### src/logic/otg_pwr_regs.vh
// Register offsets, field positions, reset values and timing counts for the power line control.
// Assumes a 200 MHz sys_clk and byte-wide register access from the serial port logic.
`ifndef OTG_PWR_REGS_VH
`define OTG_PWR_REGS_VH
`define OPC_ADDR_TERM 8'h10
`define OPC_ADDR_POWER 8'h11
`define OPC_ADDR_STATUS 8'h13
`define OPC_ADDR_LATCH 8'h14
`define OPC_ADDR_IRQEN 8'h15
`define OPC_POWER_DOWN_BIT 0
`define OPC_TIMED_PULSE_BIT 1
`define OPC_CONT_CHARGE_BIT 2
`define OPC_PUMP_DRIVE_BIT 3
`define OPC_BUS_DRAIN_BIT 4
`define OPC_AUTO_HANDOVER_BIT 5
`define OPC_PULLUP_PLUS_BIT 4
`define OPC_PULLUP_MINUS_BIT 5
`define OPC_PULLDOWN_PLUS_BIT 6
`define OPC_PULLDOWN_MINUS_BIT 7
`define OPC_A_FLAG_BIT 4
`define OPC_B_FLAG_BIT 5
`define OPC_ROLE_BIT 3
`define OPC_A_IRQ_EN_BIT 0
`define OPC_RESET_BYTE 8'h00
`define OPC_CLK_MHZ 200
`define OPC_CONNECT_MS 3
// Sized so that they meet the 23 and 25 bit timer parameters without truncation.
// Three milliseconds at 200 MHz, less one cycle.
`define OPC_CONNECT_CYC 23'h09_27BF
`define OPC_SETTLE_US 25
`define OPC_SETTLE_CYC 23'h1388
`define OPC_PULSE_MS 90
`define OPC_PULSE_CYC 25'h112_A880
`endif

### src/logic/opc_line_control.v
// Register file and line control of the OTG power and termination logic.
// Assumes a byte register port from serial interface logic outside; line senses are synchronous.
`timescale 1ns/100ps
`include "otg_pwr_regs.vh"
module opc_line_control #(
	parameter [24:0] PULSE_CYC = `OPC_PULSE_CYC,
	parameter [22:0] CONNECT_CYC = `OPC_CONNECT_CYC,
	parameter [22:0] SETTLE_CYC = `OPC_SETTLE_CYC
) (
	input wire sys_clk,
	input wire rst,
	input wire regWrite,
	input wire regRead,
	input wire [7:0] regAddr,
	input wire [7:0] regWdata,
	output reg [7:0] regRdata,
	output reg regAck,
	input wire roleIdInput,
	input wire plusLineHigh,
	input wire minusLineHigh,
	input wire vbusValid,
	input wire sessionValid,
	input wire sessionEnd,
	output reg roleIdOutput,
	output reg shutdownOut,
	output reg comparatorEnable,
	output reg currentSource,
	output reg pumpDrive,
	output reg busDrain,
	output reg pullupSwitchPlus,
	output reg pullupSwitchMinus,
	output reg pulldownPlus,
	output reg pulldownMinus,
	output reg se0Drive,
	output reg irqN
);
	reg [7:0] busPowerControl;
	reg [7:0] lineTerminationControl;
	reg [7:0] irqEnable;
	reg aSideFlag;
	reg bSideFlag;
	reg aSideLatch;
	reg autoPullup;
	reg autoSe0;
	wire pulseOn;
	wire shutdown = busPowerControl[`OPC_POWER_DOWN_BIT];
	wire autoEn = busPowerControl[`OPC_AUTO_HANDOVER_BIT];
	wire plusPullupBit = lineTerminationControl[`OPC_PULLUP_PLUS_BIT];
	wire aActive = !roleIdInput && autoEn && !shutdown;
	wire bActive = roleIdInput && autoEn && !shutdown;
	wire lineSe0 = !plusLineHigh && !minusLineHigh;
	wire connectDue;
	wire settled;
	wire aConnectEvent = aActive && connectDue && !autoPullup;
	wire latchRead = regRead && regAddr == `OPC_ADDR_LATCH;
	wire plusPull = plusPullupBit || autoPullup;

	opc_pulse_timer #(
		.PULSE_CYC(PULSE_CYC)
	) pulseTimer (
		.sys_clk(sys_clk),
		.rst(rst),
		.request(busPowerControl[`OPC_TIMED_PULSE_BIT]),
		.shutdown(shutdown),
		.pulseOn(pulseOn)
	);

	// The connect delay counts from the first SE0 cycle; the pullup switch closes two edges after done rises.
	opc_wait_timer #(
		.LIMIT(CONNECT_CYC)
	) connectTimer (
		.sys_clk(sys_clk),
		.rst(rst),
		.run(aActive && lineSe0),
		.done(connectDue)
	);

	// The settle wait restarts whenever our own pullup is on or the feature is off.
	opc_wait_timer #(
		.LIMIT(SETTLE_CYC)
	) settleTimer (
		.sys_clk(sys_clk),
		.rst(rst),
		.run(bActive && !plusPullupBit),
		.done(settled)
	);

	always @(posedge sys_clk) begin
		if (rst) begin
			busPowerControl <= `OPC_RESET_BYTE;
			lineTerminationControl <= `OPC_RESET_BYTE;
			irqEnable <= `OPC_RESET_BYTE;
		end else if (regWrite) begin
			// Register writes stay live in shutdown.
			case (regAddr)
				`OPC_ADDR_TERM: begin
					lineTerminationControl <= regWdata;
				end
				`OPC_ADDR_POWER: begin
					busPowerControl <= regWdata;
				end
				`OPC_ADDR_IRQEN: begin
					irqEnable <= regWdata;
				end
				default: begin
					busPowerControl <= busPowerControl;
				end
			endcase
		end
	end

	always @(posedge sys_clk) begin
		if (rst) begin
			autoPullup <= 1'b0;
			aSideFlag <= 1'b0;
			autoSe0 <= 1'b0;
			bSideFlag <= 1'b0;
		end else begin
			if (!aActive) begin
				autoPullup <= 1'b0;
			end else if (connectDue) begin
				autoPullup <= 1'b1;
			end
			if (aConnectEvent) begin
				aSideFlag <= 1'b1;
			end else if (!autoEn) begin
				aSideFlag <= 1'b0;
			end
			if (!bActive) begin
				autoSe0 <= 1'b0;
			end else if (settled && plusLineHigh) begin
				autoSe0 <= 1'b1;
			end
			if (bActive && settled && plusLineHigh && !autoSe0) begin
				bSideFlag <= 1'b1;
			end else if (!autoEn) begin
				bSideFlag <= 1'b0;
			end
		end
	end

	// The latch set wins over the clear by read.
	always @(posedge sys_clk) begin
		if (rst) begin
			aSideLatch <= 1'b0;
		end else if (aConnectEvent && irqEnable[`OPC_A_IRQ_EN_BIT]) begin
			aSideLatch <= 1'b1;
		end else if (latchRead) begin
			aSideLatch <= 1'b0;
		end
	end

	always @(posedge sys_clk) begin
		if (rst) begin
			regRdata <= 8'h00;
			regAck <= 1'b0;
		end else begin
			regAck <= regRead || regWrite;
			if (regRead) begin
				case (regAddr)
					`OPC_ADDR_TERM: begin
						regRdata <= lineTerminationControl;
					end
					`OPC_ADDR_POWER: begin
						regRdata <= busPowerControl;
					end
					`OPC_ADDR_STATUS: begin
						regRdata <= {2'b00, bSideFlag, aSideFlag, roleIdInput,
							sessionEnd && !shutdown, sessionValid && !shutdown,
							vbusValid && !shutdown};
					end
					`OPC_ADDR_LATCH: begin
						regRdata <= {7'h00, aSideLatch};
					end
					`OPC_ADDR_IRQEN: begin
						regRdata <= irqEnable;
					end
					default: begin
						regRdata <= 8'h00;
					end
				endcase
			end
		end
	end

	always @(posedge sys_clk) begin
		if (rst) begin
			roleIdOutput <= 1'b1;
			shutdownOut <= 1'b0;
			comparatorEnable <= 1'b0;
			currentSource <= 1'b0;
			pumpDrive <= 1'b0;
			busDrain <= 1'b0;
			pullupSwitchPlus <= 1'b0;
			pullupSwitchMinus <= 1'b0;
			pulldownPlus <= 1'b0;
			pulldownMinus <= 1'b0;
			se0Drive <= 1'b0;
			irqN <= 1'b1;
		end else begin
			roleIdOutput <= roleIdInput;
			shutdownOut <= shutdown;
			comparatorEnable <= !shutdown;
			currentSource <= !shutdown && (pulseOn ||
				busPowerControl[`OPC_CONT_CHARGE_BIT]);
			pumpDrive <= !shutdown && busPowerControl[`OPC_PUMP_DRIVE_BIT];
			busDrain <= busPowerControl[`OPC_BUS_DRAIN_BIT];
			pullupSwitchPlus <= plusPull;
			pullupSwitchMinus <= !plusPull &&
				lineTerminationControl[`OPC_PULLUP_MINUS_BIT];
			pulldownPlus <= lineTerminationControl[`OPC_PULLDOWN_PLUS_BIT];
			pulldownMinus <= lineTerminationControl[`OPC_PULLDOWN_MINUS_BIT];
			se0Drive <= autoSe0;
			irqN <= !aSideLatch;
		end
	end
endmodule

### src/logic/opc_pulse_timer.v
// Self-timed session request pulse of the bus current source.
// Assumes level request bit from the register file and a shutdown level.
`timescale 1ns/100ps
`include "otg_pwr_regs.vh"
module opc_pulse_timer #(
	parameter [24:0] PULSE_CYC = `OPC_PULSE_CYC
) (
	input wire sys_clk,
	input wire rst,
	input wire request,
	input wire shutdown,
	output reg pulseOn
);
	reg [24:0] count;
	reg spent;
	always @(posedge sys_clk) begin
		if (rst || shutdown) begin
			count <= 25'h000_0000;
			pulseOn <= 1'b0;
			spent <= 1'b0;
		end else if (!request) begin
			count <= 25'h000_0000;
			pulseOn <= 1'b0;
			spent <= 1'b0;
		end else if (!spent) begin
			pulseOn <= 1'b1;
			spent <= 1'b1;
			count <= 25'h000_0000;
		end else if (pulseOn) begin
			// Counting from the first on cycle keeps the pulse no longer than the bound.
			if (count == PULSE_CYC - 25'h000_0002) begin
				pulseOn <= 1'b0;
			end else begin
				count <= count + 25'h000_0001;
			end
		end
	end
endmodule

### src/logic/opc_wait_timer.v
// Retriggerable wait counter: done rises once the condition has stood for LIMIT cycles.
// Assumes the condition is already synchronous to sys_clk.
`timescale 1ns/100ps
module opc_wait_timer #(
	parameter [22:0] LIMIT = 23'h000_0001
) (
	input wire sys_clk,
	input wire rst,
	input wire run,
	output reg done
);
	reg [22:0] count;
	always @(posedge sys_clk) begin
		if (rst || !run) begin
			count <= 23'h000_0000;
			done <= 1'b0;
		end else if (count >= LIMIT - 23'h000_0001) begin
			done <= 1'b1;
		end else begin
			count <= count + 23'h000_0001;
		end
	end
endmodule

### config.mk
export PLATFORM = sky130hd
export DESIGN_NAME = opc_line_control
export DESIGN_NICKNAME = d
export VERILOG_FILES = /design/src/logic/opc_line_control.v /design/src/logic/opc_pulse_timer.v /design/src/logic/opc_wait_timer.v
export VERILOG_INCLUDE_DIRS = /design/src /design/src/logic
export SDC_FILE = /design/constraint.sdc
export NUM_CORES = 1
export LEC_CHECK = 0
export BUFFER_PORTS_ARGS = -buffer_cell sky130_fd_sc_hd__buf_4
export CORE_MARGIN = 2
export CORE_UTILIZATION = 59
export CTS_BUF_LIST = sky130_fd_sc_hd__clkbuf_8 sky130_fd_sc_hd__clkbuf_16
export DETAILED_ROUTE_END_ITERATION = 6
export PLACE_DENSITY = 0.79
export SYNTH_ARGS = -nofsm -noshare
export SYNTH_HDL_FRONTEND = slang
export SYNTH_SLANG_ARGS = --single-unit
export TNS_END_PERCENT = 1
### constraint.sdc
create_clock -name sys_clk -period 2.6 [get_ports sys_clk]
set_clock_uncertainty 0.15 [all_clocks]
set_input_delay 0.39 -clock sys_clk [delete_from_list [all_inputs] [get_ports sys_clk]]
set_output_delay 0.39 -clock sys_clk [all_outputs]
set_load 0.02 [all_outputs]
* After elaboration in Yosys (flattened, before gate mapping)
Cells that the tools add are included.
Widths: inputs -> output; s select.
** Operators by class
- Muxes and demuxes :: 10
- Reductions and logical operators :: 47
- Eq/ne operators :: 8
- Magnitude comparators :: 2
- $add $sub $neg :: 3
- Bitwise gates (word level) :: 5
** Operators by type and width (number)
- $add 23x1->23 const B :: 2
- $eq 8x5->1 const B :: 5
- $pmux 8 s5 :: 1
- $add 25x1->25 const B :: 1
- $eq 25x25->1 const B :: 1
- $ge 23x13->1 const B :: 1
- $ge 23x20->1 const B :: 1
- $logic_and 1x1->1 :: 21
- $logic_not 1->1 :: 11
- $mux 1 :: 9
- $reduce_and 2->1 :: 4
- $logic_or 1x1->1 :: 6
- $reduce_or 2->1 :: 3
- $not 1->1 :: 5
- $ne 2x1->1 const B :: 2
- $reduce_or 3->1 :: 1
- $reduce_bool 2->1 :: 1
** Word-level totals
- Input port bits :: 26
- Register bits :: 125
- Word-level logic and storage cells :: 104
- Output and inout port bits :: 21

* Longest topological paths before layout
Gate-level depths: netlist of run 1.
- Word-level depth :: 7
- Gate-level depth with buffers :: 9
- Mapped depth without buffers :: 7

* Cells and area by module
From an unflattened synthesis of run 1, not the netlist that was laid out.
** Second synthesis, totals
- Cells, all modules :: 612
- Area total of the unflattened synthesis :: 5654.2 µm²
** By module, submodules not included
- opc_line_control :: area each 2031.9 µm², sequential area each 1001.0 µm², instances 1, cells an instance 201
- opc_pulse_timer :: area each 1357.6 µm², sequential area each 540.5 µm², instances 1, cells an instance 155
- opc_wait_timer (connectTimer) :: area each 1188.6 µm², sequential area each 480.5 µm², instances 1, cells an instance 142
- opc_wait_timer (settleTimer) :: area each 1076.0 µm², sequential area each 480.5 µm², instances 1, cells an instance 114

* Least setup slack after synthesis of run 1
No wires, ideal clock.
- Kind :: reg2reg
- From :: register settleTimer.count[3]
- To :: register settleTimer.count[8]
- Arrival :: 2.127 ns
- Cell stages (with the launch flop) :: 6
- Period minus slack after synthesis :: 2.347 ns
- Setup time :: 0.070 ns
- Required time :: 2.380 ns
- Path slack :: 0.253 ns
- Buffers on the path :: 0
- Cells stage by stage :: dfxtp_1 -> or4_4 -> a2111oi_4 -> o211ai_2 -> or4_1 -> a21oi_1
** Between the ends
- Word-level cells in the longest chain between the ends :: 1
- Elaborated cells between the ends (all ways) :: 2
- Those cells by class :: 1 x add/sub; 1 x order compare
** RTL lines
- from (decl) :: line opc_wait_timer.v:12 : reg [22:0] count;
- from (signal assigned) :: line opc_wait_timer.v:20 : count <= count + 23'h000_0001;
- $add 23x1->23 or $ge 23x13->1 (tied branches) :: line opc_wait_timer.v:20, opc_wait_timer.v:17
Parallel ways exist; a longest one is shown, timed or not.
A chain may end at the register's enable or synchronous reset.

* Worst setup path after layout of run 1
- From :: register settleTimer.count[3]
- To :: register settleTimer.count[5]
Same word-level chain as after synthesis.

==> results of run 1 <==
## Yosys cell counts (all sizes together), types with 4 or more instances
cell / n
a21oi: 33
a22o: 7
a22oi: 5
and2: 16
and3: 6
and4: 10
buf: 4
clkbuf: 23
dfxtp: 125
ha: 5
inv: 8
mux2: 4
mux2i: 21
nand2: 46
nand2b: 8
nand3: 41
nand4: 10
nor2: 59
nor2b: 6
nor3: 13
nor4: 10
nor4b: 5
o211ai: 13
o21ai: 20
o31ai: 16
or2: 5
or3: 14
or4: 23
xnor2: 15
xor2: 6
## kinds of logic after synthesis
logic type                 count (synthesis)  synth area share [%]
and+or+nand+nor                          280                  28.2
adders and majority gates                  5                  1.15
xor gates and xnor gates                  21                  3.39
buffers and inverters                     35                  2.47
muxes                                     25                  4.70
AOI/OAI and AO/OA                        111                  13.9
DFF                                      125                  46.1
## final timing paths
path,slack [ns],cells after the start,start,endpoint
min,0.07,3,plusLineHigh,bSideFlag$_SDFFE_PP0P_
min reg2reg,0.28,1,aSideLatch$_SDFFE_PP0P_,irqN$_SDFF_PP1_
max,0.15,5,settleTimer.count[3]$_SDFFE_PP0N_,settleTimer.count[5]$_SDFFE_PP0N_
max reg2reg,0.15,5,settleTimer.count[3]$_SDFFE_PP0N_,settleTimer.count[5]$_SDFFE_PP0N_
## report_power, final
group	internal [mW]	switching, mW	total (mW)
clock network	1.29	0.877	2.17
logic	0.0522	0.0578	0.110
registers	1.92	0.00202	1.92
total	3.26	0.937	4.20
## per-stage QoR
stage	area, um^2	util, %	hold WS (ns)	power (mW)
3_3_place_gp	5910	67.1	0.256	2.06
6_report	6560	74.5	0.0662	4.20
4_1_cts	6560	74.5	0.0446	4.22
5_1_grt	6560	74.5	0.0711	4.33
2_1_floorplan	5430	-	0.233	2.00
3_5_place_dp	5910	67.1	0.259	2.06
## worst min-delay path: cells and delay by family
family | cells | cell delay [ns]
AND/OR/NAND/NOR | 1 | 0.08
AO/OA/AOI/OAI | 1 | 0.11
buffers and inverters | 1 | 0.11
## sequential cells by signal (all words and copies together), names as in the netlist, 8 cells and up
register,flops
busPowerControl,8
irqEnable,8
lineTerminationControl,8
connectTimer.count,23
pulseTimer.count,25
regRdata,8
settleTimer.count,23
## what timing repair did
item,in CTS,in global routing
gates resized for setup,0,0
hold buffers,10,0
hold endpoints to repair,19,0
## routing by layer
| metal | global-route usage, % | routed length [um] | up-vias | part of all wire (%) |
|---|---|---|---|---|
| li1 | - | - | 2338 | - |
| met1 | 33.1 | 5480 | 2280 | 44 |
| met2 | 46.2 | 6350 | 122 | 51 |
| met3 | 6.27 | 554 | 17 | 4.4 |
| met4 | 8.54 | 163 | 0 | 1.3 |
| met5 | 0 | 0 | - | 0 |
## final cells by class
type | count | share of cell area, %
multi-input combinational | 442 | 42.6
sequential | 125 | 38.1
clock inverter | 14 | 1.85
clock buffer | 18 | 6.52
inverter | 8 | 0.458
tap | 108 | 2.06
timing repair buffer | 70 | 8.39
==> results_dict.tcl, run 1 <==
set metrics [dict create \
    drtPass1Iterations 5 \
    gp_congestion 0.909 \
    worstPathRequired_ns 2.89 \
    antenna_found_initial 0 \
    synth_nets 633 \
    stdcell_count 785 \
    die_w_um 99.9 \
    crit_family "simple AND/OR/NAND/NOR gates" \
    core_area_um2 8810 \
    dp_slack_ns 0.196 \
    start_util_pct 61.6 \
    area.sequential_um2 2500 \
    drt_iter0_drc 188 \
    synth_cell_type_count 57 \
    crit_arrival_ns 2.74 \
    dp_hpwl_um 8260 \
    numCtsBuffers 17 \
    layout_commonest_cell "dfxtp_1" \
    finalHoldViolCount 0 \
    fin_setup_tns_ns 0 \
    synth_top_area_cell "dfxtp_1" \
    yosysSeqAreaShare_pct 46.1 \
    start_kind "register" \
    ant_nets 0 \
    syn_area_um2 5430 \
    yosys-top-cells-area "dfxtp_1 46%, nor2_1 4.1%, mux2i_1 3.9%" \
    path_clk_slew_ns 0.06 \
    drive_gt1_share_pct 16.0 \
    async_reset_ff_share_pct 0 \
    netlist_instances 602 \
    drc 0 \
    die_area_um2 9980 \
    p_per_area_nw_per_um2 640 \
    grt_max_degree 44 \
    status "complete, no violations" \
    cts.sinks 125 \
    final_nets 695 \
    postCtsSetupBuffers 0 \
    antenna_cells 0 \
    maxCapViolations 0 \
    synth_top_area_share_pct 46.1 \
    grt_pass1_wl_um 21600 \
    multi_input_comb_area_um2 2800 \
    ioPinCount 47 \
    most-common-layout-cells "125 x dfxtp_1, 60 x buf_4, 59 x nor2_1" \
    clk-insertion-delay-late_ns 0.51 \
    clockBufferDepth 2 \
    synthFlopType "dfxtp_1" \
    fmax_ghz 0.409 \
    min_period_ns 2.45 \
    routed_wl_um 12600 \
    vias 4757 \
    dp.cells 743 \
    ys_ff_latch 125 \
    cpMaxStageDelayCell "or4_4" \
    maxSlewViolCount 0 \
    fillers 661 \
    rsz0062_at_grt "false" \
    path_class "reg2reg" \
    p_leak_nw 2.43 \
    synthesis.area_per_instance_um2 9.01 \
    cts_tree "built" \
    wl_per_cell_um 16.0 \
    crit_chain "or4_4 > a2111oi_4 > o21ai_2 > or4_1 > a21oi_1" \
    layout_worst_path_cycle_share_pct 94.1 \
    peakVddDrop_mv 0.401 \
    overflow 0 \
    slew_headroom_pct 60.2 \
    grt_usage_pct 26.7 \
    die_height_um 99.9 \
    first_global_vias 4660 \
    hold_path.class "in2reg" \
    root_buffer "clkbuf_8" \
    setup.worst_path.end_class "register" \
    crit_fanout 6 \
    htree_levels 4 \
    worstMarginPinSlew_ns 0.596 \
    port_buffers 46 \
    yosysWarnings 0 \
    area_growth_pct 21.0 \
    synth_edf_count 0 \
    routed_via_density 6.06 \
    placementRows 34 \
    crit_buf_inv 0 \
    cp_slowest_stage_delay_ns 0.57 \
    fin_ws_ns 0.154 \
    setup_viol 0 \
]
(Power assumes the default switching activity.)
==> run 2, diff against run 1 <==
--- a/config.mk
+++ b/config.mk
@@ -11,7 +11,7 @@
 export CORE_UTILIZATION = 59
 export CTS_BUF_LIST = sky130_fd_sc_hd__clkbuf_8 sky130_fd_sc_hd__clkbuf_16
 export DETAILED_ROUTE_END_ITERATION = 6
-export PLACE_DENSITY = 0.79
+export PLACE_DENSITY_LB_ADDON = 0.15
 export SYNTH_ARGS = -nofsm -noshare
 export SYNTH_HDL_FRONTEND = slang
 export SYNTH_SLANG_ARGS = --single-unit
==> run 2 against run 1 <==
Against the previous run: flip-flop and latch count stayed put; non-clock buffer count decreased by 2; fmax rose by 1.6%; highest routed layer unchanged; via count decreased by 1.3%; largest power group unchanged; sequential share of layout area is 0.11 points lower; final cell count down 0.25%.
==> results_dict.tcl, run 2 (synthesized netlist as in run 1, its figures left out) <==
set metrics [dict create \
    final_nets 693 \
    placed_area_um2 5900 \
    setup_viol 0 \
    overflow 0 \
    cp_slowest_stage_delay_ns 0.68 \
    port_buffers 46 \
    drive_gt1_share_pct 15.7 \
    die_height_um 99.9 \
    drt_iter0_drc 184 \
    layout_worst_path_cycle_share_pct 92.6 \
    min_period_ns 2.41 \
    rsz0062_at_grt "false" \
    p_per_area_nw_per_um2 657 \
    peakVddDrop_mv 0.536 \
    antenna_found_initial 0 \
    most-common-layout-cells "125 x dfxtp_1, 59 x nor2_1, 58 x buf_4" \
    path_class "reg2reg" \
    crit_chain "nor4_1 > a21oi_2 > or4b_1 > or4_1 > a21oi_1" \
    fmax_ghz 0.415 \
    grt_pass1_wl_um 20700 \
    crit_buf_inv 0 \
    root_buffer "clkbuf_8" \
    placementRows 34 \
    numCtsBuffers 17 \
    ant_nets 0 \
    core_area_um2 8810 \
    clk-insertion-delay-late_ns 0.52 \
    p_leak_nw 2.44 \
    start_util_pct 61.6 \
    wl_per_cell_um 15.6 \
    grt_usage_pct 25.6 \
    grt_max_degree 45 \
    worstPathRequired_ns 2.90 \
    ioPinCount 47 \
    fin_setup_tns_ns 0 \
    regMostFlops "pulseTimer.count" \
    setup.worst_path.end_class "register" \
    path_clk_slew_ns 0.06 \
    first_global_vias 4453 \
    hold_path.class "in2reg" \
    maxSlewViolCount 0 \
    r2r_slack_ns 0.19 \
    crit_fanout 9 \
    start_kind "register" \
    layout_commonest_cell "dfxtp_1" \
    vias 4697 \
    top_regs "pulseTimer.count: 25 flops, connectTimer.count: 23 flops, settleTimer.count: 23 flops" \
    postCtsSetupBuffers 0 \
    crit_arrival_ns 2.71 \
    gp_congestion 0.876 \
    slew_headroom_pct 59.6 \
    status "complete, no violations" \
    p_total_mw 4.32 \
    cts_tree "built" \
    htree_levels 4 \
    worstMarginPinSlew_ns 0.605 \
    clockBufferDepth 2 \
    antenna_cells 0 \
    routed_via_density 6.00 \
    post_cts_resized 0 \
    stdcell_area_um2 6580 \
    finalHoldViolCount 0 \
    dp_hpwl_um 8280 \
    routed_wl_um 12200 \
    die_area_um2 9980 \
    area_growth_pct 21.3 \
    maxCapViolations 0 \
    drtPass1Iterations 5 \
    crit_family "simple AND/OR/NAND/NOR gates" \
    cpMaxStageDelayCell "or4b_1" \
    largest_reg_flops 25 \
    die_w_um 99.9 \
    drc 0 \
    cts.sinks 125 \
]
run 2: final timing paths:
kind                            cells after the start                           startpoint                             endpoint
worst max-delay path                                5  connectTimer.count[14]$_SDFFE_PP0N_  connectTimer.count[17]$_SDFFE_PP0N_
worst max register to register                      5  connectTimer.count[14]$_SDFFE_PP0N_  connectTimer.count[17]$_SDFFE_PP0N_
worst min-delay path                                3                             regWrite                    regAck$_SDFF_PP0_
worst min register to register                      1              aSideLatch$_SDFFE_PP0P_                      irqN$_SDFF_PP1_
run 2: worst register-to-register path: cells and delay by family (launching register included):
kind	cells	cell delay [ns]
DFF	1	0.35
and+or+nand+nor	3	1.61
AOI/OAI and AO/OA	2	0.24
run 2: through the flow:
step | instances | hold WS (ns) | utilization (%) | setup slack [ns]
after floorplan | 602 | 0.233 | - | 0.253
after global placement | 741 | 0.258 | 67.0 | 0.180
after detailed placement | 741 | 0.260 | 67.0 | 0.165
after CTS | 783 | 0.0511 | 74.7 | 0.134
after global routing | 783 | 0.0818 | 74.7 | 0.0320
final | 783 | 0.0612 | 74.7 | 0.192
run 2: metal layers:
| layer | up-vias | GRT usage [%] | routed length, um |
|---|---|---|---|
| li1 | 2343 | - | - |
| met1 | 2227 | 33.1 | 5610 |
| met2 | 112 | 42.8 | 5940 |
| met3 | 15 | 5.43 | 517 |
| met4 | 0 | 9.06 | 159 |
| met5 | - | 0 | 0 |
run 2: repair_timing:
item / in CTS / in global routing
hold buffers: 10 / 0
endpoints found under the setup margin: 0 / 2
hold endpoints to repair: 19 / 0
run 2: cell type report:
type | count | area (um^2)
Clock inverter | 13 | 141
Multi-Input combinational cell | 442 | 2800
Fill cell | 639 | 2220
Clock buffer | 19 | 442
Inverter | 8 | 30.0
Sequential cell | 125 | 2500
Timing Repair Buffer | 68 | 536
Tap cell | 108 | 135
run 2: report_power, final:
part | leakage (nW) | internal [mW] | total, mW | switching, mW
logic | 1.15 | 0.0520 | 0.109 | 0.0574
clock network | 0.274 | 1.42 | 2.29 | 0.875
registers | 1.01 | 1.92 | 1.92 | 0.00176
==> run 3, diff against run 2 <==
--- a/config.mk
+++ b/config.mk
@@ -6,9 +6,10 @@
 export SDC_FILE = /design/constraint.sdc
 export NUM_CORES = 1
 export LEC_CHECK = 0
+export ABC_AREA = 1
 export BUFFER_PORTS_ARGS = -buffer_cell sky130_fd_sc_hd__buf_4
 export CORE_MARGIN = 2
-export CORE_UTILIZATION = 59
+export CORE_UTILIZATION = 60
 export CTS_BUF_LIST = sky130_fd_sc_hd__clkbuf_8 sky130_fd_sc_hd__clkbuf_16
 export DETAILED_ROUTE_END_ITERATION = 6
 export PLACE_DENSITY_LB_ADDON = 0.15
==> run 3 against run 2 <==
Against the previous run: sequential power about the same; register-to-register slack gained 0.43 ns; total power fell by 3.1%; die area grew 15%; global-route usage grew 2.0 points; critical endpoint is now connectTimer.count[9]$_SDFFE_PP0N_; largest cell class unchanged.
==> results_dict.tcl, run 3 <==
set metrics [dict create \
    status "complete, no violations" \
    wl_per_cell_um 12.7 \
    met1_usage_pct 36.0 \
    swShare_pct 22.3 \
    vias 6080 \
    r2r_start "pulseTimer.count[0]$_SDFFE_PP0P_" \
    synth_edf_count 0 \
    grt_util_met2_pct 45.4 \
    routed_via_density 5.25 \
    crit_chain "dlygate4sd3_1 > buf_4 > inv_1 > nand3_1 > nor2_1 > nand2_1 > inv_1 > nand2_1 > nor2_1" \
    overflow 0 \
    slew_headroom_pct 52.2 \
    postCtsSetupBuffers 0 \
    clk-insertion-delay-late_ns 0.52 \
    die_area_um2 11400 \
    regMostFlops "pulseTimer.count" \
    maxSlewViolCount 0 \
    yosysSeqAreaShare_pct 39.3 \
    final_nets 1041 \
    hold_path.class "in2reg" \
    drt_iter0_drc 281 \
    p_sw_mw 0.936 \
    drive_gt1_share_pct 10.3 \
    synth_nets 994 \
    layout_commonest_cell "nand2_1" \
    fin_setup_tns_ns 0 \
    yosys-top-cells-area "dfxtp_1 39%, nand2_1 15%, nor2_1 9.0%" \
    use_met3_pct 5.23 \
    die_height_um 107 \
    synthesis.area_per_instance_um2 6.61 \
    clkPwrFrac_pct 51.7 \
    synth_cell_type_count 35 \
    async_reset_ff_share_pct 0 \
    p_per_area_nw_per_um2 571 \
    path_clk_slew_ns 0.06 \
    cpMaxStageDelayCell "dlygate4sd3_1" \
    setup.worst_path.end_class "register" \
    cts_tree "built" \
    setup_viol 0 \
    drc 0 \
    maxCapViolations 0 \
    rsz0062_at_grt "false" \
    ioPinCount 47 \
    crit_family "buffers and inverters" \
    utilization_pct 71.1 \
    p_int_mw 3.25 \
    antenna_found_initial 0 \
    min_from "regWdata[7]" \
    yosysWarnings 0 \
    clockBufferDepth 2 \
    dp_hpwl_um 10100 \
    crit_buf_inv 4 \
    routed_wl_um 14700 \
    yosysMostFrequentCell "nand2_1" \
    pwr-share-comb_pct 2.4 \
    largest_reg_flops 25 \
    timing.hold.ws_ns 0.0137 \
    die_w_um 107 \
    grt-busiest-layer "met2" \
    worstPathRequired_ns 2.90 \
    critPathLaunch "roleIdInput" \
    crit_fanout 14 \
    port_buffers 46 \
    htree_levels 4 \
    min_period_ns 2.06 \
    gp_congestion 0.896 \
    synthTopCellsByCount "252 x nand2_1, 152 x nor2_1, 125 x dfxtp_1" \
    layout_worst_path_cycle_share_pct 79.2 \
    fmax_ghz 0.485 \
    most-common-layout-cells "252 x nand2_1, 151 x nor2_1, 125 x dfxtp_1" \
    area_growth_pct 15.4 \
    grt_pass1_wl_um 25400 \
    root_buffer "clkbuf_8" \
    syn_area_um2 6360 \
    worstMarginPinSlew_ns 0.716 \
    first_global_vias 5652 \
    finalHoldViolCount 0 \
    core_area_um2 10300 \
    path_class "in2reg" \
    grt_max_degree 30 \
    ys_ff_latch 125 \
    cts.sinks 125 \
    numCtsBuffers 17 \
    start_util_pct 61.6 \
    synth_top_area_cell "dfxtp_1" \
    drtPass1Iterations 5 \
    start_kind "primary input" \
    p_seq_share_pct 45.9 \
    antenna_cells 0 \
    grt_usage_pct 27.6 \
    placementRows 37 \
    peakVddDrop_mv 0.499 \
    synthFlopType "dfxtp_1" \
    crit_arrival_ns 2.36 \
    synth_top_area_share_pct 39.3 \
    p_leak_nw 2.83 \
    ant_nets 0 \
    cp_slowest_stage_delay_ns 0.54 \
    top_regs "pulseTimer.count: 25 flops, connectTimer.count: 23 flops, settleTimer.count: 23 flops" \
    netlist_instances 963 \
]
-- run 3: final cells by class --
class	count	area [um^2]
well taps	136	170
inverters	116	435
flip-flops and latches	125	2500
clock inverters	14	119
multi-input cells	695	3260
fillers	874	2980
clock buffers	18	428
repair buffers	55	425
-- run 3: power groups by stage --
stage          combinational [mW]  clock (mW)  sequential, mW
5_1_grt                     0.110        2.29            1.92
3_5_place_dp               0.0930           0            1.96
2_1_floorplan              0.0387           0            1.97
4_1_cts                    0.0996        2.19            1.92
6_report                    0.100        2.17            1.92
3_3_place_gp               0.0928           0            1.96
-- run 3: worst paths after layout --
path,end,slack (ns),depth (start not counted)
worst max-delay path,connectTimer.count[9]$_SDFFE_PP0N_,0.54,9
worst min-delay path,busPowerControl[7]$_SDFFE_PP0P_,0.01,3
worst max register to register,pulseTimer.count[18]$_SDFFE_PP0P_,0.62,9
worst min register to register,irqN$_SDFF_PP1_,0.26,1
-- run 3: stage by stage --
step                setup WS [ns]  total power, mW  cell area [um^2]  std cells
global placement            0.378             2.06              6740       1122
global route                0.307             4.33              7340       1159
finish                      0.540             4.19              7340       1159
detailed placement          0.351             2.06              6740       1122
CTS                         0.318             4.21              7340       1159
floorplan                   0.981             2.01              6360        963
-- run 3: cell families after synthesis --
family | Yosys count | share of synthesized area, %
and+or+nand+nor | 553 | 37.8
buffers and inverters | 143 | 9.44
xor gates and xnor gates | 24 | 3.30
AOI/OAI and AO/OA | 113 | 9.12
DFF | 125 | 39.3
adders and majority gates | 5 | 0.983
-- run 3: tightest hold or removal path: cells and delay by family --
kind | cells | cell delay (ns)
buffers and inverters | 1 | 0.09
AOI/OAI and AO/OA | 2 | 0.17
-- run 3: repair_timing --
action                                  in CTS  in global routing
hold buffers                                 5                  0
endpoints found under the setup margin       0                 10
endpoints found under the hold margin        5                  0
gates resized for setup                      0                  1
-- run 3: metal layers --
layer | vias to the layer above | share of wire, %
met5 | - | 0
met3 | 26 | 4.2
met4 | 0 | 1.9
li1 | 3163 | -
met2 | 152 | 48
met1 | 2739 | 46
